<file path="config.mk">
export PLATFORM = sky130hd
export DESIGN_NAME = dhc_top
export DESIGN_NICKNAME = d
export VERILOG_FILES = /design/src/logic/dhc_pkg.sv /design/src/logic/dhc_ctl_if.sv /design/src/logic/dhc_freeze_gate.sv /design/src/logic/dhc_clock_keep.sv /design/src/logic/dhc_top.sv
export SDC_FILE = /design/constraint.sdc
export NUM_CORES = 1
export LEC_CHECK = 0
export ABC_CLOCK_PERIOD_IN_PS = 1500
export BUFFER_PORTS_ARGS = -buffer_cell sky130_fd_sc_hd__buf_2
export CAP_MARGIN = 30
export CORE_MARGIN = 5
export CORE_UTILIZATION = 46
export CTS_CLUSTER_DIAMETER = 40
export DETAILED_ROUTE_END_ITERATION = 16
export MAX_ROUTING_LAYER = met4
export PLACE_DENSITY = 0.79
export RECOVER_POWER = 25
export SYNTH_ARGS = -nofsm -noshare
export SYNTH_HDL_FRONTEND = slang
export SYNTH_SLANG_ARGS = --single-unit
</file>
<file path="constraint.sdc">
create_clock -name sys_clk -period 1.5 [get_ports sys_clk]
set_input_delay 0.15 -clock sys_clk [delete_from_list [all_inputs] [get_ports sys_clk]]
set_output_delay 0.15 -clock sys_clk [all_outputs]
set_load 0.02 [all_outputs]
</file>
<file path="src/logic/dhc_pkg.sv">
/*
  Package of the debug hold control unit: register offsets, field positions,
  reset values and the power-state enumeration.
  Assumes a 32-bit APB register bus with word-aligned registers.
*/
package dhc_pkg;

  // ----------------------------------------------------------------
  // Register map
  // ----------------------------------------------------------------
  localparam logic [7:0] DHC_OFS_IDENT = 8'h00;
  localparam logic [7:0] DHC_OFS_CTL_MAIN = 8'h04;
  localparam logic [7:0] DHC_OFS_CTL_CLOCK = 8'h08;
  localparam logic [31:0] DHC_CTL_RESET = 32'h0000_0000;
  localparam logic [31:0] DHC_ZERO_WORD = 32'h0000_0000;

  // ----------------------------------------------------------------
  // Field positions
  // ----------------------------------------------------------------
  localparam int DHC_BIT_SLEEP_KEEP = 0;
  localparam int DHC_BIT_DEEP_KEEP = 1;
  localparam int DHC_BIT_STANDBY_KEEP = 2;
  localparam int DHC_BIT_FREE_WDG = 8;
  localparam int DHC_BIT_WIN_WDG = 9;
  localparam int DHC_BIT_CNT0 = 11;
  localparam int DHC_BIT_CNT2 = 12;
  localparam int DHC_BIT_CNT13 = 13;
  localparam int DHC_BIT_TW0 = 15;
  localparam int DHC_BIT_TW1 = 16;
  localparam int DHC_BIT_CNT15 = 20;
  localparam int DHC_BIT_CNT16 = 21;
  localparam int DHC_BIT_RTC = 10;

  // Writable bits; reserved bits read as zero.
  localparam logic [31:0] DHC_MASK_MAIN = 32'h0031_BB07;
  localparam logic [31:0] DHC_MASK_CLOCK = 32'h0000_0400;

  // Number of freeze outputs; their order in the freeze vector is set in the freeze gate.
  localparam int DHC_NFRZ = 10;

  // ----------------------------------------------------------------
  // Power states seen by the clock keeper
  // ----------------------------------------------------------------
  typedef enum logic [3:0] {
    DHC_RUN = 4'b0001,
    DHC_SLEEP = 4'b0010,
    DHC_DEEP = 4'b0100,
    DHC_STANDBY = 4'b1000
  } dhc_pstate_t;

endpackage : dhc_pkg

</file>
<file path="src/logic/dhc_ctl_if.sv">
/*
  Interface carrying the stored control words from the register file
  to the freeze gate and the clock keeper.
  Assumes all users sit on sys_clk.
*/
`timescale 1ns/1ps
interface dhc_ctl_if;
  logic [31:0] ctl_main;
  logic [31:0] ctl_clock;
  modport src (output ctl_main, output ctl_clock);
  modport dst (input ctl_main, input ctl_clock);
endinterface : dhc_ctl_if

</file>
<file path="src/logic/dhc_freeze_gate.sv">
/*
  Freeze gate: one level output per peripheral, AND of its stored bit and
  the synchronised core-halted level.
  Assumes core_halted is already in the sys_clk domain.
*/
`timescale 1ns/1ps
module dhc_freeze_gate
  import dhc_pkg::*;
(
  dhc_ctl_if.dst ctl, // Stored control words.
  input wire logic core_halted, // Synchronised halt level.
  output logic [DHC_NFRZ-1:0] freeze // Freeze levels.
);
  logic [DHC_NFRZ-1:0] sel;
  assign sel = {ctl.ctl_clock[DHC_BIT_RTC], ctl.ctl_main[DHC_BIT_FREE_WDG],
                ctl.ctl_main[DHC_BIT_WIN_WDG], ctl.ctl_main[DHC_BIT_TW0],
                ctl.ctl_main[DHC_BIT_TW1], ctl.ctl_main[DHC_BIT_CNT0],
                ctl.ctl_main[DHC_BIT_CNT2], ctl.ctl_main[DHC_BIT_CNT13],
                ctl.ctl_main[DHC_BIT_CNT15], ctl.ctl_main[DHC_BIT_CNT16]};

  genvar i;
  generate
    for (i = 0; i < DHC_NFRZ; i++) begin : g_frz
      assign freeze[i] = sel[i] & core_halted;
    end
  endgenerate
endmodule : dhc_freeze_gate

</file>
<file path="src/logic/dhc_clock_keep.sv">
/*
  Clock keeper: tells the clock unit which clocks stay on in low-power
  modes and raises a system reset request on standby exit.
  Assumes the power state input is synchronised to sys_clk.
*/
`timescale 1ns/1ps
module dhc_clock_keep
  import dhc_pkg::*;
(
  input wire logic sys_clk, // Clock.
  input wire logic rst_n, // Synchronous reset, active low.
  input wire logic clk_en, // Clock enable.
  dhc_ctl_if.dst ctl, // Stored control words.
  input wire logic [3:0] pstate, // One-hot power state.
  output logic bus_clk_keep, // Keep bus clock on.
  output logic sys_clk_keep, // Keep system clock on.
  output logic osc48_select, // Source clocks from the 48 MHz oscillator.
  output logic standby_exit_rst // One-cycle system reset request.
);
  dhc_pstate_t st_q;
  logic keep_bus_d;
  logic keep_sys_d;
  logic osc_d;
  logic stb_q;

  always_ff @(posedge sys_clk) begin
    if (!rst_n) st_q <= DHC_RUN;
    else if (clk_en) st_q <= dhc_pstate_t'(pstate);
  end

  always_comb begin
    keep_bus_d = 1'b0;
    keep_sys_d = 1'b0;
    osc_d = 1'b0;
    case (st_q)
      DHC_RUN: begin
        keep_bus_d = 1'b1;
        keep_sys_d = 1'b1;
      end
      DHC_SLEEP: begin
        keep_bus_d = ctl.ctl_main[DHC_BIT_SLEEP_KEEP];
        keep_sys_d = 1'b1;
      end
      DHC_DEEP: begin
        keep_bus_d = ctl.ctl_main[DHC_BIT_DEEP_KEEP];
        keep_sys_d = ctl.ctl_main[DHC_BIT_DEEP_KEEP];
        osc_d = ctl.ctl_main[DHC_BIT_DEEP_KEEP];
      end
      DHC_STANDBY: begin
        keep_bus_d = ctl.ctl_main[DHC_BIT_STANDBY_KEEP];
        keep_sys_d = ctl.ctl_main[DHC_BIT_STANDBY_KEEP];
        osc_d = ctl.ctl_main[DHC_BIT_STANDBY_KEEP];
      end
      default: begin
        keep_bus_d = 1'b1;
        keep_sys_d = 1'b1;
      end
    endcase
  end

  always_ff @(posedge sys_clk) begin
    if (!rst_n) begin
      bus_clk_keep <= 1'b1;
      sys_clk_keep <= 1'b1;
      osc48_select <= 1'b0;
    end else if (clk_en) begin
      bus_clk_keep <= keep_bus_d;
      sys_clk_keep <= keep_sys_d;
      osc48_select <= osc_d;
    end
  end

  always_ff @(posedge sys_clk) begin
    if (!rst_n) begin
      stb_q <= 1'b0;
      standby_exit_rst <= 1'b0;
    end else if (clk_en) begin
      stb_q <= (st_q == DHC_STANDBY);
      standby_exit_rst <= stb_q & (st_q != DHC_STANDBY);
    end
  end

  chk_standby_exit_pulse: assert property (@(posedge sys_clk) disable iff (!rst_n)
    clk_en && stb_q && st_q != DHC_STANDBY |=> standby_exit_rst)
    else $error("standby exit gave no reset request");
  chk_deep_osc: assert property (@(posedge sys_clk) disable iff (!rst_n)
    clk_en && st_q == DHC_DEEP && ctl.ctl_main[DHC_BIT_DEEP_KEEP] |=> osc48_select && sys_clk_keep)
    else $error("deep sleep clocks not kept");
  chk_sleep_bus: assert property (@(posedge sys_clk) disable iff (!rst_n)
    clk_en && st_q == DHC_SLEEP |=> bus_clk_keep == $past(ctl.ctl_main[DHC_BIT_SLEEP_KEEP]))
    else $error("sleep bus clock keep wrong");
  chk_standby_osc: assert property (@(posedge sys_clk) disable iff (!rst_n)
    clk_en && st_q == DHC_STANDBY |=> osc48_select == $past(ctl.ctl_main[DHC_BIT_STANDBY_KEEP]))
    else $error("standby oscillator select wrong");
endmodule : dhc_clock_keep

</file>
<file path="src/logic/dhc_top.sv">
/*
  Debug hold control unit: identification word, two control registers kept
  over every reset but power reset, freeze outputs and low-power clock keep.
  Assumes an APB master on sys_clk; core_halted and power state arrive from
  other logic and are synchronised here.
*/
`timescale 1ns/1ps
module dhc_top
  import dhc_pkg::*;
#(
  parameter logic [31:0] PART_ID = 32'h0000_1234 // Arbitrary value.
) (
  input wire logic sys_clk, // 10 MHz clock.
  input wire logic rst_n, // System reset, leaves control registers alone.
  input wire logic por_n, // Power reset, synchronous, active low.
  input wire logic clk_en, // Clock enable, freezes all state when low.
  input wire logic psel, // APB select.
  input wire logic penable, // APB enable.
  input wire logic pwrite, // APB direction.
  input wire logic [7:0] paddr, // APB byte address.
  input wire logic [31:0] pwdata, // APB write data.
  output logic [31:0] prdata, // APB read data.
  output logic pready, // APB ready.
  output logic pslverr, // APB error on unmapped address.
  input wire logic core_halted_in, // Core halted level, asynchronous.
  input wire logic [3:0] pstate_in, // One-hot power state, asynchronous.
  output logic frz_counter16, // Counter16 freeze.
  output logic frz_counter15, // Counter15 freeze.
  output logic frz_counter13, // Counter13 freeze.
  output logic frz_counter2, // Counter2 freeze.
  output logic frz_counter0, // Counter0 freeze.
  output logic frz_two_wire1, // Two-wire 1 timeout freeze.
  output logic frz_two_wire0, // Two-wire 0 timeout freeze.
  output logic frz_window_wdg, // Window watchdog clock freeze.
  output logic frz_free_wdg, // Free watchdog clock freeze.
  output logic frz_rtc, // Real-time clock counter freeze.
  output logic bus_clk_keep, // Keep bus clock on.
  output logic sys_clk_keep, // Keep system clock on.
  output logic osc48_select, // Use the 48 MHz oscillator.
  output logic standby_exit_rst // System reset request pulse.
);

  // ----------------------------------------------------------------
  // Input synchronisers
  // ----------------------------------------------------------------
  logic halt_s1_q;
  logic halt_s2_q;
  logic [3:0] ps_s1_q;
  logic [3:0] ps_s2_q;

  always_ff @(posedge sys_clk) begin
    if (!por_n) begin
      halt_s1_q <= 1'b0;
      halt_s2_q <= 1'b0;
      ps_s1_q <= 4'h1;
      ps_s2_q <= 4'h1;
    end else if (clk_en) begin
      halt_s1_q <= core_halted_in;
      halt_s2_q <= halt_s1_q;
      ps_s1_q <= pstate_in;
      ps_s2_q <= ps_s1_q;
    end
  end

  // ----------------------------------------------------------------
  // Register file
  // ----------------------------------------------------------------
  dhc_ctl_if ctl_bus ();
  logic [31:0] ctl_main_q;
  logic [31:0] ctl_clock_q;
  logic wr_en;
  logic addr_hit;

  assign wr_en = psel & penable & pwrite & clk_en;
  assign addr_hit = (paddr == DHC_OFS_IDENT) | (paddr == DHC_OFS_CTL_MAIN) |
                    (paddr == DHC_OFS_CTL_CLOCK);
  assign pready = 1'b1;
  assign pslverr = psel & penable & ~addr_hit;

  always_ff @(posedge sys_clk) begin
    if (!por_n) begin
      ctl_main_q <= DHC_CTL_RESET;
      ctl_clock_q <= DHC_CTL_RESET;
    end else if (wr_en) begin
      if (paddr == DHC_OFS_CTL_MAIN) ctl_main_q <= pwdata & DHC_MASK_MAIN;
      if (paddr == DHC_OFS_CTL_CLOCK) ctl_clock_q <= pwdata & DHC_MASK_CLOCK;
    end
  end

  always_comb begin
    case (paddr)
      DHC_OFS_IDENT: prdata = PART_ID;
      DHC_OFS_CTL_MAIN: prdata = ctl_main_q;
      DHC_OFS_CTL_CLOCK: prdata = ctl_clock_q;
      default: prdata = DHC_ZERO_WORD;
    endcase
  end

  assign ctl_bus.ctl_main = ctl_main_q;
  assign ctl_bus.ctl_clock = ctl_clock_q;

  // ----------------------------------------------------------------
  // Freeze outputs
  // ----------------------------------------------------------------
  logic [DHC_NFRZ-1:0] frz;

  dhc_freeze_gate u_gate (
    .ctl(ctl_bus),
    .core_halted(halt_s2_q),
    .freeze(frz)
  );

  always_ff @(posedge sys_clk) begin
    if (!rst_n || !por_n) begin
      {frz_rtc, frz_free_wdg, frz_window_wdg, frz_two_wire0, frz_two_wire1,
       frz_counter0, frz_counter2, frz_counter13, frz_counter15, frz_counter16} <= '0;
    end else if (clk_en) begin
      {frz_rtc, frz_free_wdg, frz_window_wdg, frz_two_wire0, frz_two_wire1,
       frz_counter0, frz_counter2, frz_counter13, frz_counter15, frz_counter16} <= frz;
    end
  end

  // ----------------------------------------------------------------
  // Low-power clock keeping
  // ----------------------------------------------------------------
  dhc_clock_keep u_keep (
    .sys_clk(sys_clk),
    .rst_n(rst_n & por_n),
    .clk_en(clk_en),
    .ctl(ctl_bus),
    .pstate(ps_s2_q),
    .bus_clk_keep(bus_clk_keep),
    .sys_clk_keep(sys_clk_keep),
    .osc48_select(osc48_select),
    .standby_exit_rst(standby_exit_rst)
  );

  // ----------------------------------------------------------------
  // Checks
  // ----------------------------------------------------------------
  chk_ident_const: assert property (@(posedge sys_clk) disable iff (!por_n)
    psel && !pwrite && paddr == DHC_OFS_IDENT |-> prdata == PART_ID)
    else $error("identification word changed");
  chk_ctl_keep_sysrst: assert property (@(posedge sys_clk) disable iff (!por_n)
    !rst_n && !wr_en |=> ctl_main_q == $past(ctl_main_q))
    else $error("system reset altered control register");
  chk_ctl_por_zero: assert property (@(posedge sys_clk)
    !por_n |=> ctl_main_q == DHC_CTL_RESET && ctl_clock_q == DHC_CTL_RESET)
    else $error("power reset did not clear control");
  chk_freeze_halt: assert property (@(posedge sys_clk) disable iff (!rst_n || !por_n)
    clk_en && !halt_s2_q |=> !frz_counter0 && !frz_rtc && !frz_free_wdg)
    else $error("freeze while core running");
  chk_cnt16_freeze: assert property (@(posedge sys_clk) disable iff (!rst_n || !por_n)
    clk_en |=> frz_counter16 == $past(ctl_main_q[DHC_BIT_CNT16] & halt_s2_q))
    else $error("counter16 freeze mismatch");
  chk_tw1_freeze: assert property (@(posedge sys_clk) disable iff (!rst_n || !por_n)
    clk_en |=> frz_two_wire1 == $past(ctl_main_q[DHC_BIT_TW1] & halt_s2_q))
    else $error("two-wire 1 freeze mismatch");
  chk_wwdg_freeze: assert property (@(posedge sys_clk) disable iff (!rst_n || !por_n)
    clk_en |=> frz_window_wdg == $past(ctl_main_q[DHC_BIT_WIN_WDG] & halt_s2_q))
    else $error("window watchdog freeze mismatch");
  chk_rtc_freeze: assert property (@(posedge sys_clk) disable iff (!rst_n || !por_n)
    clk_en |=> frz_rtc == $past(ctl_clock_q[DHC_BIT_RTC] & halt_s2_q))
    else $error("real-time clock freeze mismatch");
  chk_cnt0_freeze: assert property (@(posedge sys_clk) disable iff (!rst_n || !por_n)
    clk_en |=> frz_counter0 == $past(ctl_main_q[DHC_BIT_CNT0] & halt_s2_q))
    else $error("counter0 freeze mismatch");

endmodule : dhc_top

</file>
==> flow_summary.yaml <==
logic_synthesis:
  post_synth_and_or_nand_nor_area_fraction_pct: 24.52
  number_of_flops_mapped_to_enable_cells_by_yosys: 0
  postSynthAreaPerCell_um2: 8.907
  synth-warning-count: 0
  syn_inst: 236
  synthDistinctLibCells: 36
  synthDominantCellAreaShare_pct: 40.00
  synth_seq_cells: 42
  yosysTopAreaCell: "sky130_fd_sc_hd__dfxtp_1"
  postSynth.asyncResetShare_pct: 0
  yosys-mux-area-fraction_pct: 7.619
  synth-compound-area-share_pct: 15.30
  xor_xnor_fraction_of_synth_area_pct: 0.4167
  netlist_top_cells_area: "sky130_fd_sc_hd__dfxtp_1, sky130_fd_sc_hd__mux2i_1, sky130_fd_sc_hd__buf_4, sky130_fd_sc_hd__a21oi_1, sky130_fd_sc_hd__o31ai_2"
  synth_area_um2: 2102
  ys_seq_area_share_pct: 40.00
  main_combinational_cell_family_by_area_after_synthesis: "simple AND/OR/NAND/NOR gates"
  post_synth_fa_ha_maj_area_fraction_pct: 0
  synthFlopType: "sky130_fd_sc_hd__dfxtp_1"
die:
  start_util_pct: 47.95
  core_area_um2: 4384
  design.die.area_um2: 6022
  num_rows: 24
  die-height_um: 77.60
  die-width_um: 77.60
  io_pins: 100
status:
  run_status: "complete, no violations"
global_route:
  grt_max_degree: 26
  total_gr_overflow: 0
  grt_first_pass_wirelength_mm: 8.266
  groute.usage.overall_pct: 16.92
  grt_pass1_vias: 1706
  antenna_found_initial: 0
pwr:
  cellPowerDensity_nw_per_um2: 840.3
  peak_ir_drop_on_the_vdd_network_v: 0.0004778
  p_leak_nw: 1.130
clock_tree:
  cts_repair_resize_count: 0
  htree_levels: 2
  clock-root-buffer: "sky130_fd_sc_hd__clkbuf_8"
  tritoncts_clock_tree: "built"
  clk_pin_slew_worst_setup_hold_paths_ns: 0.08
  clock_tree.buffer_depth: 2
  clock_buffer_count_from_cts: 5
  cts_post_setup_buffers_inserted: 0
  clock_sink_count: 42
  worst_skew_pair.late_latency_ns: 0.29
  postCtsHoldBufs: 0
critical_path:
  r2r_end: "u_keep.stb_q"
  rr_worst_depth: 3
  critPathCapture: "prdata[10]"
  critical_path_class: "primary input to primary output"
  crit_path_start_kind: "primary input"
  timing.reg2reg.setup_slack_ns: 0.11
  worst-endpoint-arrival_ns: 1.29
  regToRegStartpoint: "u_keep.st_q[2]"
  worst-endpoint-required_ns: 1.35
  critPathMaxFanout: 2
  cp-startpoint: "paddr[7]"
  worst_setup_path_end_kind: "primary output"
sta:
  worst_skew_ns: 0.004500
  final-hold-violation-count: 0
  setup_violations_final: 0
  worstMarginPinSlew_ns: 0.6692
  maxSlewViolCount: 0
  final.setup.worst_slack_ns: 0.06005
  period_share_pct: 96.00
  setup_tns_ns: 0
  worst_slew_margin_rel_pct: 55.39
  grt_setup_unrepaired: "no"
  max_clock_freq_ghz: 0.6945
  final.min_clock_period_ns: 1.440
detailed_routing:
  drt_pre_antenna_iters: 4
  drt_first_iter_violations: 165
  ant_nets: 0
  wl_mm: 5.007
  vias: 1835
  routed_via_density: 5.273
  avgRoutedWirePerCell_um: 14.39
  post_detailed_route_drc_marker_count: 0
cells_and_area:
  layout_net_count: 347
  synth_to_final_area_change_pct: 18.93
  final_layout_size_suffix_gt1_share_pct: 31.76
  count_of_filler_cells_inserted_in_the_layout: 409
  n_antenna_cell: 0
worst_hold_path:
  min-delay-path-class: "primary input to flop"
job:
  timing.max_cap.violations: 0
placed_design:
  dpl_worst_slack_ns: 0.005767
  globalplace.congestion: 0.7994
  place.port_buffers: 62
  hpwl_mm: 3.642
-- per-stage QoR --
step           total power [mW]  hold WS [ns]  instance area, µm²  instances  util [%]
2_1_floorplan             1.329        0.2360                2162        252         -
3_5_place_dp              1.381        0.3689                2405        340     54.85
6_report                  2.101       0.06263                2500        348     57.02
4_1_cts                   2.113       0.05940                2496        348     56.93
5_1_grt                   2.188       0.05602                2500        348     57.02
3_3_place_gp              1.378        0.3580                2405        340     54.85
-- sequential cells by signal, summed over array words and instances (netlist names), 4 cells and up --
register          cells
ctl_bus.ctl_main     12
ps_s2_q               4
ps_s1_q               4
u_keep.st_q           4
-- worst max-delay path: stages --
cell	delay [ns]
sky130_fd_sc_hd__buf_2	0.10
sky130_fd_sc_hd__or4_4	0.53
sky130_fd_sc_hd__nor3_2	0.16
sky130_fd_sc_hd__and3_1	0.18
sky130_fd_sc_hd__buf_2	0.16
-- kinds of logic after synthesis --
| kind of cell | count (synthesis) |
|---|---|
| simple gates | 88 |
| compound gates | 46 |
| buf+inv | 41 |
| flops | 42 |
| xor+xnor | 1 |
| mux | 16 |
| other cells | 2 |
-- layer usage --
metal / GRT usage [%] / up-vias / routed length, µm
li1: - / 910 / -
met1: 22.21 / 849 / 2251
met2: 25.13 / 68 / 2293
met3: 3.819 / 8 / 379
met4: 6.701 / 0 / 82
met5: - / - / 0
-- cell type report --
class	instances	area (µm²)	share of cell area [%]
Clock buffer	7	86.33	3.453
Clock inverter	1	5.005	0.2002
Inverter	5	18.77	0.7508
Multi-Input combinational cell	169	1090	43.59
Sequential cell	42	842.1	33.68
Tap cell	52	65.06	2.603
Timing Repair Buffer	72	392.9	15.72
-- report_power, final --
| group | leakage (nW) | total, mW | internal, mW | switching, mW |
|---|---|---|---|---|
| registers | 0.340 | 1.14 | 1.13 | 0.00800 |
| clock network | 0.0482 | 0.744 | 0.371 | 0.373 |
| logic | 0.741 | 0.221 | 0.0751 | 0.146 |
-- synthesized netlist by cell type, types with 2 or more instances --
library cell / count
sky130_fd_sc_hd__nor3b_1: 3
sky130_fd_sc_hd__buf_6: 2
sky130_fd_sc_hd__dfxtp_1: 42
sky130_fd_sc_hd__nand4_1: 14
sky130_fd_sc_hd__and3b_1: 2
sky130_fd_sc_hd__mux2i_1: 16
sky130_fd_sc_hd__clkbuf_1: 9
sky130_fd_sc_hd__o31ai_2: 10
sky130_fd_sc_hd__nand2b_1: 2
sky130_fd_sc_hd__nor2_1: 25
sky130_fd_sc_hd__buf_4: 19
sky130_fd_sc_hd__inv_1: 5
sky130_fd_sc_hd__nand3_1: 2
sky130_fd_sc_hd__o21ai_0: 2
sky130_fd_sc_hd__nor3_1: 2
sky130_fd_sc_hd__buf_2: 6
sky130_fd_sc_hd__nor2b_1: 11
sky130_fd_sc_hd__conb_1: 2
sky130_fd_sc_hd__or4b_2: 2
sky130_fd_sc_hd__a21oi_1: 28
sky130_fd_sc_hd__o31ai_1: 2
sky130_fd_sc_hd__nand2_1: 7
sky130_fd_sc_hd__and3_1: 10
-- layout by cell type (no fill, tap or decap), types with 2 or more instances in the layout --
cell,instances
sky130_fd_sc_hd__conb_1,18
sky130_fd_sc_hd__nor2_1,24
sky130_fd_sc_hd__a21oi_1,28
sky130_fd_sc_hd__nor2b_1,11
sky130_fd_sc_hd__dfxtp_1,41
sky130_fd_sc_hd__nor3b_1,3
sky130_fd_sc_hd__buf_2,58
sky130_fd_sc_hd__and3_1,10
sky130_fd_sc_hd__buf_4,7
sky130_fd_sc_hd__mux2i_1,16
sky130_fd_sc_hd__or4b_2,2
sky130_fd_sc_hd__o21ai_0,2
sky130_fd_sc_hd__nand3_1,2
sky130_fd_sc_hd__clkbuf_8,6
sky130_fd_sc_hd__clkbuf_1,6
sky130_fd_sc_hd__o31ai_2,10
sky130_fd_sc_hd__nand4_1,14
sky130_fd_sc_hd__nand2b_1,2
sky130_fd_sc_hd__o31ai_1,2
sky130_fd_sc_hd__and3b_1,2
sky130_fd_sc_hd__inv_1,5
sky130_fd_sc_hd__nand2_1,7
-- how the worst min path moves through the flow --
stage               cells past startpoint  slack (ns)  startpoint              to
CTS                                     2        0.06       rst_n  u_keep.st_q[0]
global route                            2        0.06       rst_n  u_keep.st_q[0]
finish                                  2        0.06       rst_n  u_keep.st_q[0]
global placement                        2        0.36       rst_n  u_keep.st_q[0]
detailed placement                      2        0.37       rst_n  u_keep.st_q[0]
floorplan                               1        0.24       rst_n  u_keep.st_q[0]
Note: power is estimated with default switching activity, not from simulation.
